**src/pkg/pcs_pkg.sv**
```systemverilog
// Register map, field layout and reset values of the programmable clock block
package pcs_pkg;
	localparam int ADDR_W = 12;
	localparam int STAT_W = 12;
	localparam int CFG_W = 5;
	localparam int DIV_W = 7;
	localparam int NUM_PCK = 4;

	localparam logic [ADDR_W-1:0] OFS_PCK0 = 12'h000;
	localparam logic [ADDR_W-1:0] OFS_PCK1 = 12'h004;
	localparam logic [ADDR_W-1:0] OFS_PCK2 = 12'h008;
	localparam logic [ADDR_W-1:0] OFS_PCK3 = 12'h00C;
	localparam logic [ADDR_W-1:0] OFS_IRQ_ENABLE = 12'h010;
	localparam logic [ADDR_W-1:0] OFS_IRQ_DISABLE = 12'h014;
	localparam logic [ADDR_W-1:0] OFS_STATUS = 12'h018;
	localparam logic [ADDR_W-1:0] OFS_IRQ_MASK = 12'h01C;
	localparam logic [ADDR_W-1:0] OFS_OSC_CFG = 12'h020;
	localparam logic [ADDR_W-1:0] OFS_PLL_A_CFG = 12'h024;
	localparam logic [ADDR_W-1:0] OFS_PLL_B_CFG = 12'h028;
	localparam logic [ADDR_W-1:0] OFS_MCK_CFG = 12'h02C;
	localparam logic [ADDR_W-1:0] OFS_EVENTS = 12'h030;

	// Shared layout of enable, disable, status, mask and event registers
	localparam int BIT_OSC = 0;
	localparam int BIT_PLL_A = 1;
	localparam int BIT_PLL_B = 2;
	localparam int BIT_MCK = 3;
	localparam int BIT_PCK0 = 8;
	localparam logic [STAT_W-1:0] STAT_VALID = 12'hF0F;

	// Programmable clock register fields
	localparam int SRC_LSB = 0;
	localparam int SRC_W = 2;
	localparam int PRESCALE_SELECT_LSB = 2;
	localparam int PRESCALE_SELECT_W = 3;

	// Own configuration fields
	localparam int OSC_EN_BIT = 0;
	localparam int OSC_CNT_LSB = 8;
	localparam int OSC_CNT_W = 8;
	localparam int PLL_CNT_LSB = 8;
	localparam int PLL_CNT_W = 6;

	// Source select codes
	localparam logic [SRC_W-1:0] SRC_SLOW = 2'h0;
	localparam logic [SRC_W-1:0] SRC_MAIN = 2'h1;
	localparam logic [SRC_W-1:0] SRC_PLL_A = 2'h2;
	localparam logic [SRC_W-1:0] SRC_PLL_B = 2'h3;

	// Reset values
	localparam logic [CFG_W-1:0] RST_PCK_CFG = 5'h00;
	localparam logic [STAT_W-1:0] RST_IRQ_EN = 12'h000;
	localparam logic [STAT_W-1:0] RST_STATUS = 12'hF08;
	localparam logic [OSC_CNT_W-1:0] RST_OSC_CNT = 8'h00;
	localparam logic [PLL_CNT_W-1:0] RST_PLL_CNT = 6'h00;
	localparam logic [SRC_W-1:0] RST_MCK_SRC = SRC_SLOW;

	// Terminal count of the prescaler: 2**code - 1 source ticks
	function automatic logic [DIV_W-1:0] prescale_select_limit(input logic [PRESCALE_SELECT_W-1:0] code);
		logic [DIV_W-1:0] one;
		one = 7'h01;
		prescale_select_limit = (one << code) - one;
	endfunction : prescale_select_limit
endpackage : pcs_pkg

```
**src/rtl/pcs_top.sv**
```systemverilog
// Programmable clocks, clock status flags and clock interrupt with APB access
// What this block does
// - Four independent programmable clock registers, one per output clock.
// - Bits 1:0 pick source: slow, main, PLL A, PLL B.
// - Bits 4:2 pick divider 1,2,4..64; code 111 divides by 128.
// - Writing one to enable register enables that interrupt; zero does nothing.
// - Writing one to disable register disables that interrupt; zero does nothing.
// - Enable, disable, status, mask share layout: bits 0-3 and 8-11.
// - Oscillator stable bit reads one once oscillator has stabilised.
// - PLL A lock bit reads one while PLL A is locked.
// - PLL B lock bit reads one while PLL B is locked.
// - Master clock ready bit reads one when master clock is usable.
// - Each programmable clock ready bit reads one when its output is ready.
// - Mask register reads zero for enabled, one for disabled interrupts.
// - Oscillator stable rises only after programmed slow clock start-up count.
// - PLL A locks after programmed slow clock count following its write.
// - PLL B locks after programmed slow clock count following its write.
module pcs_top import pcs_pkg::*; (
	input wire logic sys_clk,
	input wire logic sys_rst,
	input wire logic [ADDR_W-1:0] paddr,
	input wire logic psel,
	input wire logic penable,
	input wire logic pwrite,
	input wire logic [31:0] pwdata,
	output logic [31:0] prdata,
	output logic pready,
	output logic pslverr,
	input wire logic [3:0] src_tick,
	output logic [NUM_PCK-1:0] prog_clk_tick,
	output logic irq
);
	// Bus slave state
	logic pready_r, pready_nxt;
	logic pslverr_r, pslverr_nxt;
	logic [31:0] prdata_r, prdata_nxt;

	// Configuration state
	logic [CFG_W-1:0] pck_cfg_r [NUM_PCK];
	logic [CFG_W-1:0] pck_cfg_nxt [NUM_PCK];
	logic osc_en_r, osc_en_nxt;
	logic [OSC_CNT_W-1:0] osc_cnt_r, osc_cnt_nxt;
	logic [PLL_CNT_W-1:0] pll_a_cnt_r, pll_a_cnt_nxt;
	logic [PLL_CNT_W-1:0] pll_b_cnt_r, pll_b_cnt_nxt;
	logic [SRC_W-1:0] mck_src_r, mck_src_nxt;

	// Start-up and lock timers
	logic [OSC_CNT_W-1:0] osc_wait_r, osc_wait_nxt;
	logic main_osc_stable_r, main_osc_stable_nxt;
	logic [PLL_CNT_W-1:0] pll_a_wait_r, pll_a_wait_nxt;
	logic pll_a_arm_r, pll_a_arm_nxt;
	logic pll_a_locked_r, pll_a_locked_nxt;
	logic [PLL_CNT_W-1:0] pll_b_wait_r, pll_b_wait_nxt;
	logic pll_b_arm_r, pll_b_arm_nxt;
	logic pll_b_locked_r, pll_b_locked_nxt;
	logic master_clock_ready_r, master_clock_ready_nxt;

	// Interrupt state
	logic [STAT_W-1:0] irq_en_r, irq_en_nxt;
	logic [STAT_W-1:0] event_r, event_nxt;
	logic [STAT_W-1:0] status_q_r, status_q_nxt;
	logic irq_r, irq_nxt;

	logic [NUM_PCK-1:0] pck_load;
	logic [NUM_PCK-1:0] prog_clock_ready;
	logic [STAT_W-1:0] status_vec;
	logic wr_fire;
	logic rd_setup;
	logic slow_tick;
	// Write strobes of the control registers
	logic wr_osc_cfg;
	logic wr_pll_a_cfg;
	logic wr_pll_b_cfg;
	logic wr_mck_cfg;
	logic wr_irq_en;
	logic wr_irq_dis;
	logic wr_events;

	// Known word addresses; anything else answers with an error
	function automatic logic addr_known(input logic [ADDR_W-1:0] a);
		logic hit;
		hit = 1'b0;
		case (a)
			OFS_PCK0, OFS_PCK1, OFS_PCK2, OFS_PCK3, OFS_IRQ_ENABLE, OFS_IRQ_DISABLE,
			OFS_STATUS, OFS_IRQ_MASK, OFS_OSC_CFG, OFS_PLL_A_CFG, OFS_PLL_B_CFG,
			OFS_MCK_CFG, OFS_EVENTS: hit = 1'b1;
			default: hit = 1'b0;
		endcase
		addr_known = hit;
	endfunction : addr_known

	// Move a 12-bit flag word into a bus word
	function automatic logic [31:0] flag_word(input logic [STAT_W-1:0] f);
		flag_word = {20'h0_0000, f & STAT_VALID};
	endfunction : flag_word

	// One step of a slow-clock down counter that ends in a lock flag
	function automatic logic [PLL_CNT_W-1:0] wait_step(input logic [PLL_CNT_W-1:0] w,
			input logic tick);
		wait_step = (tick && w != '0) ? w - 6'h01 : w;
	endfunction : wait_step

	assign slow_tick = src_tick[SRC_SLOW];
	// Write takes effect on the edge where the access phase sees pready
	assign wr_fire = psel && penable && pwrite && pready_r;
	assign rd_setup = psel && penable && !pready_r;
	assign wr_osc_cfg = wr_fire && paddr == OFS_OSC_CFG;
	assign wr_pll_a_cfg = wr_fire && paddr == OFS_PLL_A_CFG;
	assign wr_pll_b_cfg = wr_fire && paddr == OFS_PLL_B_CFG;
	assign wr_mck_cfg = wr_fire && paddr == OFS_MCK_CFG;
	assign wr_irq_en = wr_fire && paddr == OFS_IRQ_ENABLE;
	assign wr_irq_dis = wr_fire && paddr == OFS_IRQ_DISABLE;
	assign wr_events = wr_fire && paddr == OFS_EVENTS;

	always_comb begin
		for (int i = 0; i < NUM_PCK; i++) begin
			pck_load[i] = wr_fire && (paddr == OFS_PCK0 + ADDR_W'(4 * i));
		end
	end

	always_comb begin
		status_vec = '0;
		status_vec[BIT_OSC] = main_osc_stable_r;
		status_vec[BIT_PLL_A] = pll_a_locked_r;
		status_vec[BIT_PLL_B] = pll_b_locked_r;
		status_vec[BIT_MCK] = master_clock_ready_r;
		status_vec[BIT_PCK0 +: NUM_PCK] = prog_clock_ready;
	end

	// APB slave: one wait cycle, then answer with registered data
	always_comb begin
		pready_nxt = 1'b0;
		pslverr_nxt = 1'b0;
		prdata_nxt = prdata_r;
		if (rd_setup) begin
			pready_nxt = 1'b1;
			pslverr_nxt = !addr_known(paddr);
			prdata_nxt = '0;
			if (!pwrite) begin
				case (paddr)
					OFS_PCK0: prdata_nxt = {27'h000_0000, pck_cfg_r[0]};
					OFS_PCK1: prdata_nxt = {27'h000_0000, pck_cfg_r[1]};
					OFS_PCK2: prdata_nxt = {27'h000_0000, pck_cfg_r[2]};
					OFS_PCK3: prdata_nxt = {27'h000_0000, pck_cfg_r[3]};
					OFS_STATUS: prdata_nxt = flag_word(status_vec);
					OFS_IRQ_MASK: prdata_nxt = flag_word(~irq_en_r);
					OFS_EVENTS: prdata_nxt = flag_word(event_r);
					OFS_OSC_CFG: begin
						prdata_nxt[OSC_EN_BIT] = osc_en_r;
						prdata_nxt[OSC_CNT_LSB +: OSC_CNT_W] = osc_cnt_r;
					end
					OFS_PLL_A_CFG: prdata_nxt[PLL_CNT_LSB +: PLL_CNT_W] = pll_a_cnt_r;
					OFS_PLL_B_CFG: prdata_nxt[PLL_CNT_LSB +: PLL_CNT_W] = pll_b_cnt_r;
					OFS_MCK_CFG: prdata_nxt[SRC_LSB +: SRC_W] = mck_src_r;
					default: prdata_nxt = '0;
				endcase
			end
		end
	end

	always_ff @(posedge sys_clk) begin
		if (sys_rst) begin
			pready_r <= 1'b0;
			pslverr_r <= 1'b0;
			prdata_r <= 32'h0000_0000;
		end else begin
			pready_r <= pready_nxt;
			pslverr_r <= pslverr_nxt;
			prdata_r <= prdata_nxt;
		end
	end

	// Configuration registers
	always_comb begin
		for (int i = 0; i < NUM_PCK; i++) begin
			pck_cfg_nxt[i] = pck_load[i] ? pwdata[CFG_W-1:0] : pck_cfg_r[i];
		end
		osc_en_nxt = osc_en_r;
		osc_cnt_nxt = osc_cnt_r;
		pll_a_cnt_nxt = pll_a_cnt_r;
		pll_b_cnt_nxt = pll_b_cnt_r;
		mck_src_nxt = mck_src_r;
		if (wr_fire) begin
			case (paddr)
				OFS_OSC_CFG: begin
					osc_en_nxt = pwdata[OSC_EN_BIT];
					osc_cnt_nxt = pwdata[OSC_CNT_LSB +: OSC_CNT_W];
				end
				OFS_PLL_A_CFG: pll_a_cnt_nxt = pwdata[PLL_CNT_LSB +: PLL_CNT_W];
				OFS_PLL_B_CFG: pll_b_cnt_nxt = pwdata[PLL_CNT_LSB +: PLL_CNT_W];
				OFS_MCK_CFG: mck_src_nxt = pwdata[SRC_LSB +: SRC_W];
				default: ;
			endcase
		end
	end

	always_ff @(posedge sys_clk) begin
		if (sys_rst) begin
			for (int i = 0; i < NUM_PCK; i++) begin
				pck_cfg_r[i] <= RST_PCK_CFG;
			end
			osc_en_r <= 1'b0;
			osc_cnt_r <= RST_OSC_CNT;
			pll_a_cnt_r <= RST_PLL_CNT;
			pll_b_cnt_r <= RST_PLL_CNT;
			mck_src_r <= RST_MCK_SRC;
		end else begin
			pck_cfg_r <= pck_cfg_nxt;
			osc_en_r <= osc_en_nxt;
			osc_cnt_r <= osc_cnt_nxt;
			pll_a_cnt_r <= pll_a_cnt_nxt;
			pll_b_cnt_r <= pll_b_cnt_nxt;
			mck_src_r <= mck_src_nxt;
		end
	end

	// Start-up and lock timers counted in slow clock ticks, and the master clock ready flag
	always_comb begin
		osc_wait_nxt = osc_wait_r;
		main_osc_stable_nxt = main_osc_stable_r;
		pll_a_wait_nxt = pll_a_wait_r;
		pll_a_arm_nxt = pll_a_arm_r;
		pll_a_locked_nxt = pll_a_locked_r;
		pll_b_wait_nxt = pll_b_wait_r;
		pll_b_arm_nxt = pll_b_arm_r;
		pll_b_locked_nxt = pll_b_locked_r;
		master_clock_ready_nxt = master_clock_ready_r;

		if (wr_osc_cfg) begin
			// Any rewrite restarts the start-up time; disabling drops stability
			osc_wait_nxt = pwdata[OSC_CNT_LSB +: OSC_CNT_W];
			main_osc_stable_nxt = 1'b0;
		end else if (osc_en_r && !main_osc_stable_r) begin
			if (osc_wait_r == '0) begin
				main_osc_stable_nxt = 1'b1;
			end else if (slow_tick) begin
				osc_wait_nxt = osc_wait_r - 8'h01;
			end
		end

		if (wr_pll_a_cfg) begin
			pll_a_wait_nxt = pwdata[PLL_CNT_LSB +: PLL_CNT_W];
			pll_a_arm_nxt = 1'b1;
			pll_a_locked_nxt = 1'b0;
		end else if (pll_a_arm_r) begin
			pll_a_wait_nxt = wait_step(pll_a_wait_r, slow_tick);
			if (pll_a_wait_r == '0) begin
				pll_a_locked_nxt = 1'b1;
				pll_a_arm_nxt = 1'b0;
			end
		end

		if (wr_pll_b_cfg) begin
			pll_b_wait_nxt = pwdata[PLL_CNT_LSB +: PLL_CNT_W];
			pll_b_arm_nxt = 1'b1;
			pll_b_locked_nxt = 1'b0;
		end else if (pll_b_arm_r) begin
			pll_b_wait_nxt = wait_step(pll_b_wait_r, slow_tick);
			if (pll_b_wait_r == '0) begin
				pll_b_locked_nxt = 1'b1;
				pll_b_arm_nxt = 1'b0;
			end
		end

		// Master clock is usable again at the first tick of its new source
		if (wr_mck_cfg) begin
			master_clock_ready_nxt = 1'b0;
		end else if (!master_clock_ready_r && src_tick[mck_src_r]) begin
			master_clock_ready_nxt = 1'b1;
		end
	end

	always_ff @(posedge sys_clk) begin
		if (sys_rst) begin
			osc_wait_r <= RST_OSC_CNT;
			main_osc_stable_r <= 1'b0;
			pll_a_wait_r <= RST_PLL_CNT;
			pll_a_arm_r <= 1'b0;
			pll_a_locked_r <= 1'b0;
			pll_b_wait_r <= RST_PLL_CNT;
			pll_b_arm_r <= 1'b0;
			pll_b_locked_r <= 1'b0;
			master_clock_ready_r <= 1'b1;
		end else begin
			osc_wait_r <= osc_wait_nxt;
			main_osc_stable_r <= main_osc_stable_nxt;
			pll_a_wait_r <= pll_a_wait_nxt;
			pll_a_arm_r <= pll_a_arm_nxt;
			pll_a_locked_r <= pll_a_locked_nxt;
			pll_b_wait_r <= pll_b_wait_nxt;
			pll_b_arm_r <= pll_b_arm_nxt;
			pll_b_locked_r <= pll_b_locked_nxt;
			master_clock_ready_r <= master_clock_ready_nxt;
		end
	end

	// Interrupt enables, sticky rise events and the level output
	always_comb begin
		irq_en_nxt = irq_en_r;
		status_q_nxt = status_vec;
		event_nxt = event_r;
		if (wr_irq_en) begin
			irq_en_nxt = irq_en_r | (pwdata[STAT_W-1:0] & STAT_VALID);
		end
		if (wr_irq_dis) begin
			irq_en_nxt = irq_en_r & ~(pwdata[STAT_W-1:0] & STAT_VALID);
		end
		if (wr_events) begin
			event_nxt = event_r & ~pwdata[STAT_W-1:0];
		end
		// A rise in the clearing cycle is kept: set wins
		event_nxt = event_nxt | (status_vec & ~status_q_r & STAT_VALID);
		irq_nxt = |((status_vec | event_r) & irq_en_r);
	end

	always_ff @(posedge sys_clk) begin
		if (sys_rst) begin
			irq_en_r <= RST_IRQ_EN;
			// History starts at the reset status, so release shows no false rise
			status_q_r <= RST_STATUS;
			event_r <= '0;
			irq_r <= 1'b0;
		end else begin
			irq_en_r <= irq_en_nxt;
			status_q_r <= status_q_nxt;
			event_r <= event_nxt;
			irq_r <= irq_nxt;
		end
	end

	for (genvar g = 0; g < NUM_PCK; g++) begin : g_pck
		pcs_prog_clock u_pck (
			.sys_clk(sys_clk),
			.sys_rst(sys_rst),
			.cfg_load(pck_load[g]),
			.cfg_new(pwdata[CFG_W-1:0]),
			.src_tick(src_tick),
			.clk_tick(prog_clk_tick[g]),
			.ready(prog_clock_ready[g])
		);
	end

	assign prdata = prdata_r;
	assign pready = pready_r;
	assign pslverr = pslverr_r;
	assign irq = irq_r;
endmodule : pcs_top

```
**src/rtl/pcs_prog_clock.sv**
```systemverilog
// One programmable clock channel: source select, prescaler, ready flag
module pcs_prog_clock import pcs_pkg::*; (
	input wire logic sys_clk,
	input wire logic sys_rst,
	input wire logic cfg_load,
	input wire logic [CFG_W-1:0] cfg_new,
	input wire logic [3:0] src_tick,
	output logic clk_tick,
	output logic ready
);
	logic [CFG_W-1:0] cfg_r, cfg_nxt;
	logic [CFG_W-1:0] pend_cfg_r, pend_cfg_nxt;
	logic pend_r, pend_nxt;
	logic [DIV_W-1:0] div_r, div_nxt;
	logic tick_r, tick_nxt;
	logic ready_r, ready_nxt;

	always_comb begin
		cfg_nxt = cfg_r;
		pend_cfg_nxt = pend_cfg_r;
		pend_nxt = pend_r;
		div_nxt = div_r;
		tick_nxt = 1'b0;
		ready_nxt = ready_r;
		if (cfg_load) begin
			// Old setting keeps running until the new source ticks
			pend_cfg_nxt = cfg_new;
			pend_nxt = 1'b1;
			ready_nxt = 1'b0;
		end else if (pend_r && src_tick[pend_cfg_r[SRC_LSB +: SRC_W]]) begin
			cfg_nxt = pend_cfg_r;
			div_nxt = '0;
			pend_nxt = 1'b0;
			ready_nxt = 1'b1;
		end
		if (!(pend_r && src_tick[pend_cfg_r[SRC_LSB +: SRC_W]]) &&
				src_tick[cfg_r[SRC_LSB +: SRC_W]]) begin
			if (div_r >= prescale_select_limit(cfg_r[PRESCALE_SELECT_LSB +: PRESCALE_SELECT_W])) begin
				div_nxt = '0;
				tick_nxt = 1'b1;
			end else begin
				div_nxt = div_r + 7'h01;
			end
		end
	end

	always_ff @(posedge sys_clk) begin
		if (sys_rst) begin
			cfg_r <= RST_PCK_CFG;
			pend_cfg_r <= RST_PCK_CFG;
			pend_r <= 1'b0;
			div_r <= '0;
			tick_r <= 1'b0;
			ready_r <= 1'b1;
		end else begin
			cfg_r <= cfg_nxt;
			pend_cfg_r <= pend_cfg_nxt;
			pend_r <= pend_nxt;
			div_r <= div_nxt;
			tick_r <= tick_nxt;
			ready_r <= ready_nxt;
		end
	end

	assign clk_tick = tick_r;
	assign ready = ready_r;
endmodule : pcs_prog_clock

```
**config.mk**
```make
export PLATFORM = sky130hd
export DESIGN_NAME = pcs_top
export DESIGN_NICKNAME = d
export VERILOG_FILES = /design/src/pkg/pcs_pkg.sv /design/src/rtl/pcs_top.sv /design/src/rtl/pcs_prog_clock.sv
export SDC_FILE = /design/constraint.sdc
export NUM_CORES = 1
export LEC_CHECK = 0
export BUFFER_PORTS_ARGS = -buffer_cell sky130_fd_sc_hd__buf_2
export CAP_MARGIN = 20
export CORE_MARGIN = 2
export CORE_UTILIZATION = 40
export DETAILED_ROUTE_END_ITERATION = 10
export GPL_TIMING_DRIVEN = 0
export PLACE_DENSITY = 0.59
export SKIP_LAST_GASP = 1
export SYNTH_ARGS = -nofsm -noshare
export SYNTH_HDL_FRONTEND = slang
export SYNTH_HIERARCHICAL = 1
export SYNTH_SLANG_ARGS = --single-unit
```
**constraint.sdc**
```tcl
create_clock -name sys_clk -period 7.7 [get_ports sys_clk]
set_input_delay 0.385 -clock sys_clk [delete_from_list [all_inputs] [get_ports sys_clk]]
set_output_delay 0.385 -clock sys_clk [all_outputs]
set_load 0.005 [all_outputs]
```
==> results.txt <==
- The flow ran to the end, and the final reports show no timing, DRC or antenna violations.
- Number of flops mapped to enable cells by yosys: 0
- Walking the worst path, the cells encountered are nand4_1, nor4_4, buf_6, nand3_2, inv_1, clkbuf_1, nand3b_2, and2_2, clkbuf_1, a22oi_1, a21oi_1.
- Leakage: 4.25 nW
- In this run the critical register-to-register path is launched from pready$_SDFF_PP0_.
* Via count: 7918
- TritonCTS built the clock tree.
* Layout overhead on the synthesized area: 13.1%
- Total die area: 0.0253 mm^2
- In this design, the critical path's most frequently occurring cell is clkbuf_1.
- Setup repair after global routing left no endpoint under its margin.
- The first global-routing pass estimated 39200 um of wire.
- Total power per unit cell area: 179 mW/mm^2
- Before CTS, the worst setup slack after placement is 4060 ps.
- Cells fill 46.1% of the core in the end.
* Avg Inst Size Synth: 8.93 um^2
- The clock net in this run drives a total of 189 sinks.
- After clock tree synthesis, the repair step resized 0 gates.
- The H-tree generated during clock tree synthesis spans 4 levels.
- Sequential group share of total power: 50.4%
- VDD sags by at most 0.105 mV.
- Cell at the root of the clock tree: clkbuf_16
- The via count of the first global-routing pass came to 7273.
- The number of pins with negative max-slew slack in the final report is 0.
- Bufs on Longest Clock Path: 2
- Switch share: 24.7%
* Timing-limited maximum frequency: 311 MHz
- Global routing used 19.2% of the available tracks.
- Leaving out fill and tap cells, the most frequent cell in the layout is dfxtp_1.
* Routed wire length: 24100 um
- The mapped netlist covers 0.00960 mm^2.
- Crit path capture type: flip-flop
- Commonest cells after routing, fill and taps aside: dfxtp_1 (189), nor2_1 (109), nand2_1 (108)
* IO Count: 92
* Vias per Instance: 5.32
* Cells after DPL: 1459
- Across all setup checks in the final design, the least slack found is 4480 ps.
- Counting flops and latches in the post-synthesis netlist gives 189.
- The floorplan step defined a core boundary enclosing 0.0235 mm^2.
* Setup Fix Bufs, Post-CTS: 0
- Count of unresolved DRC violations after routing: 0
* Post-route antenna net violation count: 0
- Crit-path max FO: 10
* Total grt overflow: 0
* Internal Pwr Total: 1.46 mW
- Along the worst hold path, the cell count comes to 3.
* Number of buffers created by CTS: 17
- Worst-path cell with the longest stage delay: nor4_4
- Count of synthesis-stage warnings from yosys: 6
* Post-route setup TNS: 0 ps
- The worst setup path is launched from a flip-flop.
- For this run, the slowest stage of the critical path takes 390 ps.
- Min-delay worst type: in -> reg
* Number of placement rows: 56
- In this run the critical register-to-register path is captured at g_pck[2].u_pck/div_r[5]$_SDFFE_PP0P_.
* Category of cells accounting for the largest share of critical-path delay: simple AND/OR/NAND/NOR gates
* Most common flop cell mapped by yosys: dfxtp_1
- Excluding fillers, the count of instances in the completed layout stands at 1489.
- RePlAce Congestion: 0.859
- Worst-skew pair later-pin latency: 440 ps
- Synthesis produced a netlist whose cell count is 1075.
- Combinational logic is responsible for 5.5% of the overall power.
- At the pin with the least slew margin, the transition time is 1080 ps.
* Setup slack, reg-to-reg: 4480 ps
- Final period util: 41.8%
- Net load switching power: 0.480 mW
- The worst setup path is of the reg -> reg kind.
* Maximum number of pins on one net before global-route repair: 18
* Worst slack on hold paths: 224 ps
- 0 antenna diodes ended up in the layout.
- Horizontal die dimension: 159 um
- Async set-reset flop share out of synthesis: 0%
- Clock transition at path regs: 70 ps
- Clock Power Share: 44.2%
- Measured against its own limit, the worst slew margin works out to 27.5%.
* Number of max-cap violations: 0
* Violation count after the first detailed-route iteration: 536
* Required time at the worst-slack endpoint: 8060 ps
- Register area share after synthesis: 39.4%
* Sum of buffers and inverters on the critical path: 4
- In this run the most critical hold path is launched from pwdata[15].
* Total of endpoints with negative setup slack in the final report: 0
- Die extent in y: 159 um
* HPWL after detailed placement: 17400 um
- WHS Endpoint: osc_cnt_r[7]$_SDFFE_PP0P_
- For this configuration, the core starts out at a cell density of 40.8%.
- Layout Nets: 1250
* Number of distinct library cells after synthesis: 64
- The final number of hold-violating endpoints came to 0.
- After detailed routing, the average wire length per cell comes to 16.2 um.
- The pre-antenna-repair detailed-routing pass consisted of 5 iterations.
- Post-route clock skew: 13.7 ps
* Data arrival time of the worst path: 3580 ps
- In this run the tool buffered the top-level ports with 47 buffer cells.
* R2R depth: 11
- Shortest clock period the worst path allows after layout: 3220 ps
- The initial antenna violation count is 0.
- In the final layout, the share of cells above drive strength 1 is 14.8%.
- For this design, the CTS-stage hold fixing added 0 buffers.
power groups by stage:
| stage | clock network [mW] | logic [mW] | registers, mW |
|---|---|---|---|
| final | 0.859 | 0.106 | 0.979 |
| after floorplan | 0 | 0.0612 | 1.00 |
| after global routing | 0.916 | 0.115 | 0.978 |
| after global placement | 0 | 0.105 | 1.00 |
| after CTS | 0.881 | 0.105 | 0.978 |
| after detailed placement | 0 | 0.105 | 1.00 |
cell families (layout without fill, tap and decap cells):
family,count (synthesis),after routing,synth area share (%)
adders and majority gates,38,38,4.95
and+or+nand+nor,411,411,22.1
xor gates and xnor gates,11,11,1.00
other,1,19,0.0391
muxes,99,99,11.7
AOI/OAI and AO/OA,221,221,15.6
buffers and inverters,105,182,5.21
DFF,189,189,39.4
per-stage QoR:
stage	cell area, um^2	power [mW]
2_1_floorplan	9670	1.06
4_1_cts	10900	1.96
3_5_place_dp	10300	1.11
3_3_place_gp	10300	1.11
5_1_grt	10900	2.01
6_report	10900	1.94
layout make-up:
cell class	instances	area [um^2]
inverter	33	124
clock buffer	17	425
fill	2346	12700
tap	319	399
multi-input combinational	799	5390
sequential	189	3780
timing repair buffer	47	235
clock inverter	13	133
buffer	72	377
how the worst max path moves through the flow:
stage                           start                              endpoint  cells past startpoint
floorplan                   paddr[11]  g_pck[1].u_pck/div_r[2]$_SDFFE_PP0P_                     11
global placement            paddr[11]  g_pck[1].u_pck/div_r[2]$_SDFFE_PP0P_                     12
detailed placement          paddr[11]  g_pck[1].u_pck/div_r[6]$_SDFFE_PP0P_                     12
CTS                 pready$_SDFF_PP0_  g_pck[2].u_pck/div_r[5]$_SDFFE_PP0P_                     11
global route        pready$_SDFF_PP0_  g_pck[2].u_pck/div_r[2]$_SDFFE_PP0P_                     11
finish              pready$_SDFF_PP0_  g_pck[2].u_pck/div_r[5]$_SDFFE_PP0P_                     11
cell usage after synthesis (all sizes together), types with 3 or more instances:
library cell	count	area [um^2]
nand4	5	31.3
inv	33	124
a221o	4	40.0
a32o	3	30.0
a2111oi	6	52.6
nand3	35	200
a21oi	82	422
or3	5	31.3
xnor2	4	35.0
and3	13	81.3
and2	5	36.3
a31oi	19	119
a21bo	4	65.1
o21ai	40	200
a211oi	17	203
a22oi	19	143
nand2b	27	169
nand3b	28	225
mux4	10	225
ha	38	475
mux2i	84	841
dfxtp	189	3780
buf	32	226
nor2b	22	138
nand2	110	418
a311oi	8	70.1
nor4	6	80.1
nor3	27	150
a22o	4	35.0
clkbuf	40	150
o31ai	4	30.0
nor2	110	415
o41ai	3	26.3
or2	10	62.6
xor2	7	61.3
mux2	5	56.3
worst register-to-register path, stage by stage (launching register included):
cell and delay, ps:
dfxtp_1 340, nand4_1 290, nor4_4 390, buf_6 240, nand3_2 270, inv_1 140, clkbuf_1 390, nand3b_2 340
and2_2 180, clkbuf_1 270, a22oi_1 150, a21oi_1 160
registers in the layout, indices dropped and copies added (netlist names), 8 cells and up, named ones only:
signal                  cells
status_q_r                  8
g_pck.u_pck/div_r          28
pck_cfg_r                  20
osc_cnt_r                   8
event_r                     8
g_pck.u_pck/cfg_r          20
osc_wait_r                  8
g_pck.u_pck/pend_cfg_r     20
prdata                     13
per-layer routing:
layer	track usage (%)	part of all wire, %	wire length [um]	vias to the layer above
li1	-	-	-	3966
met2	29.7	44	10700	207
met4	5.50	1.2	300	0
met5	0	0	0	-
met3	3.23	4.9	1190	18
met1	27.6	49	11900	3727
No activity file was read; power rests on OpenSTA's default activity.
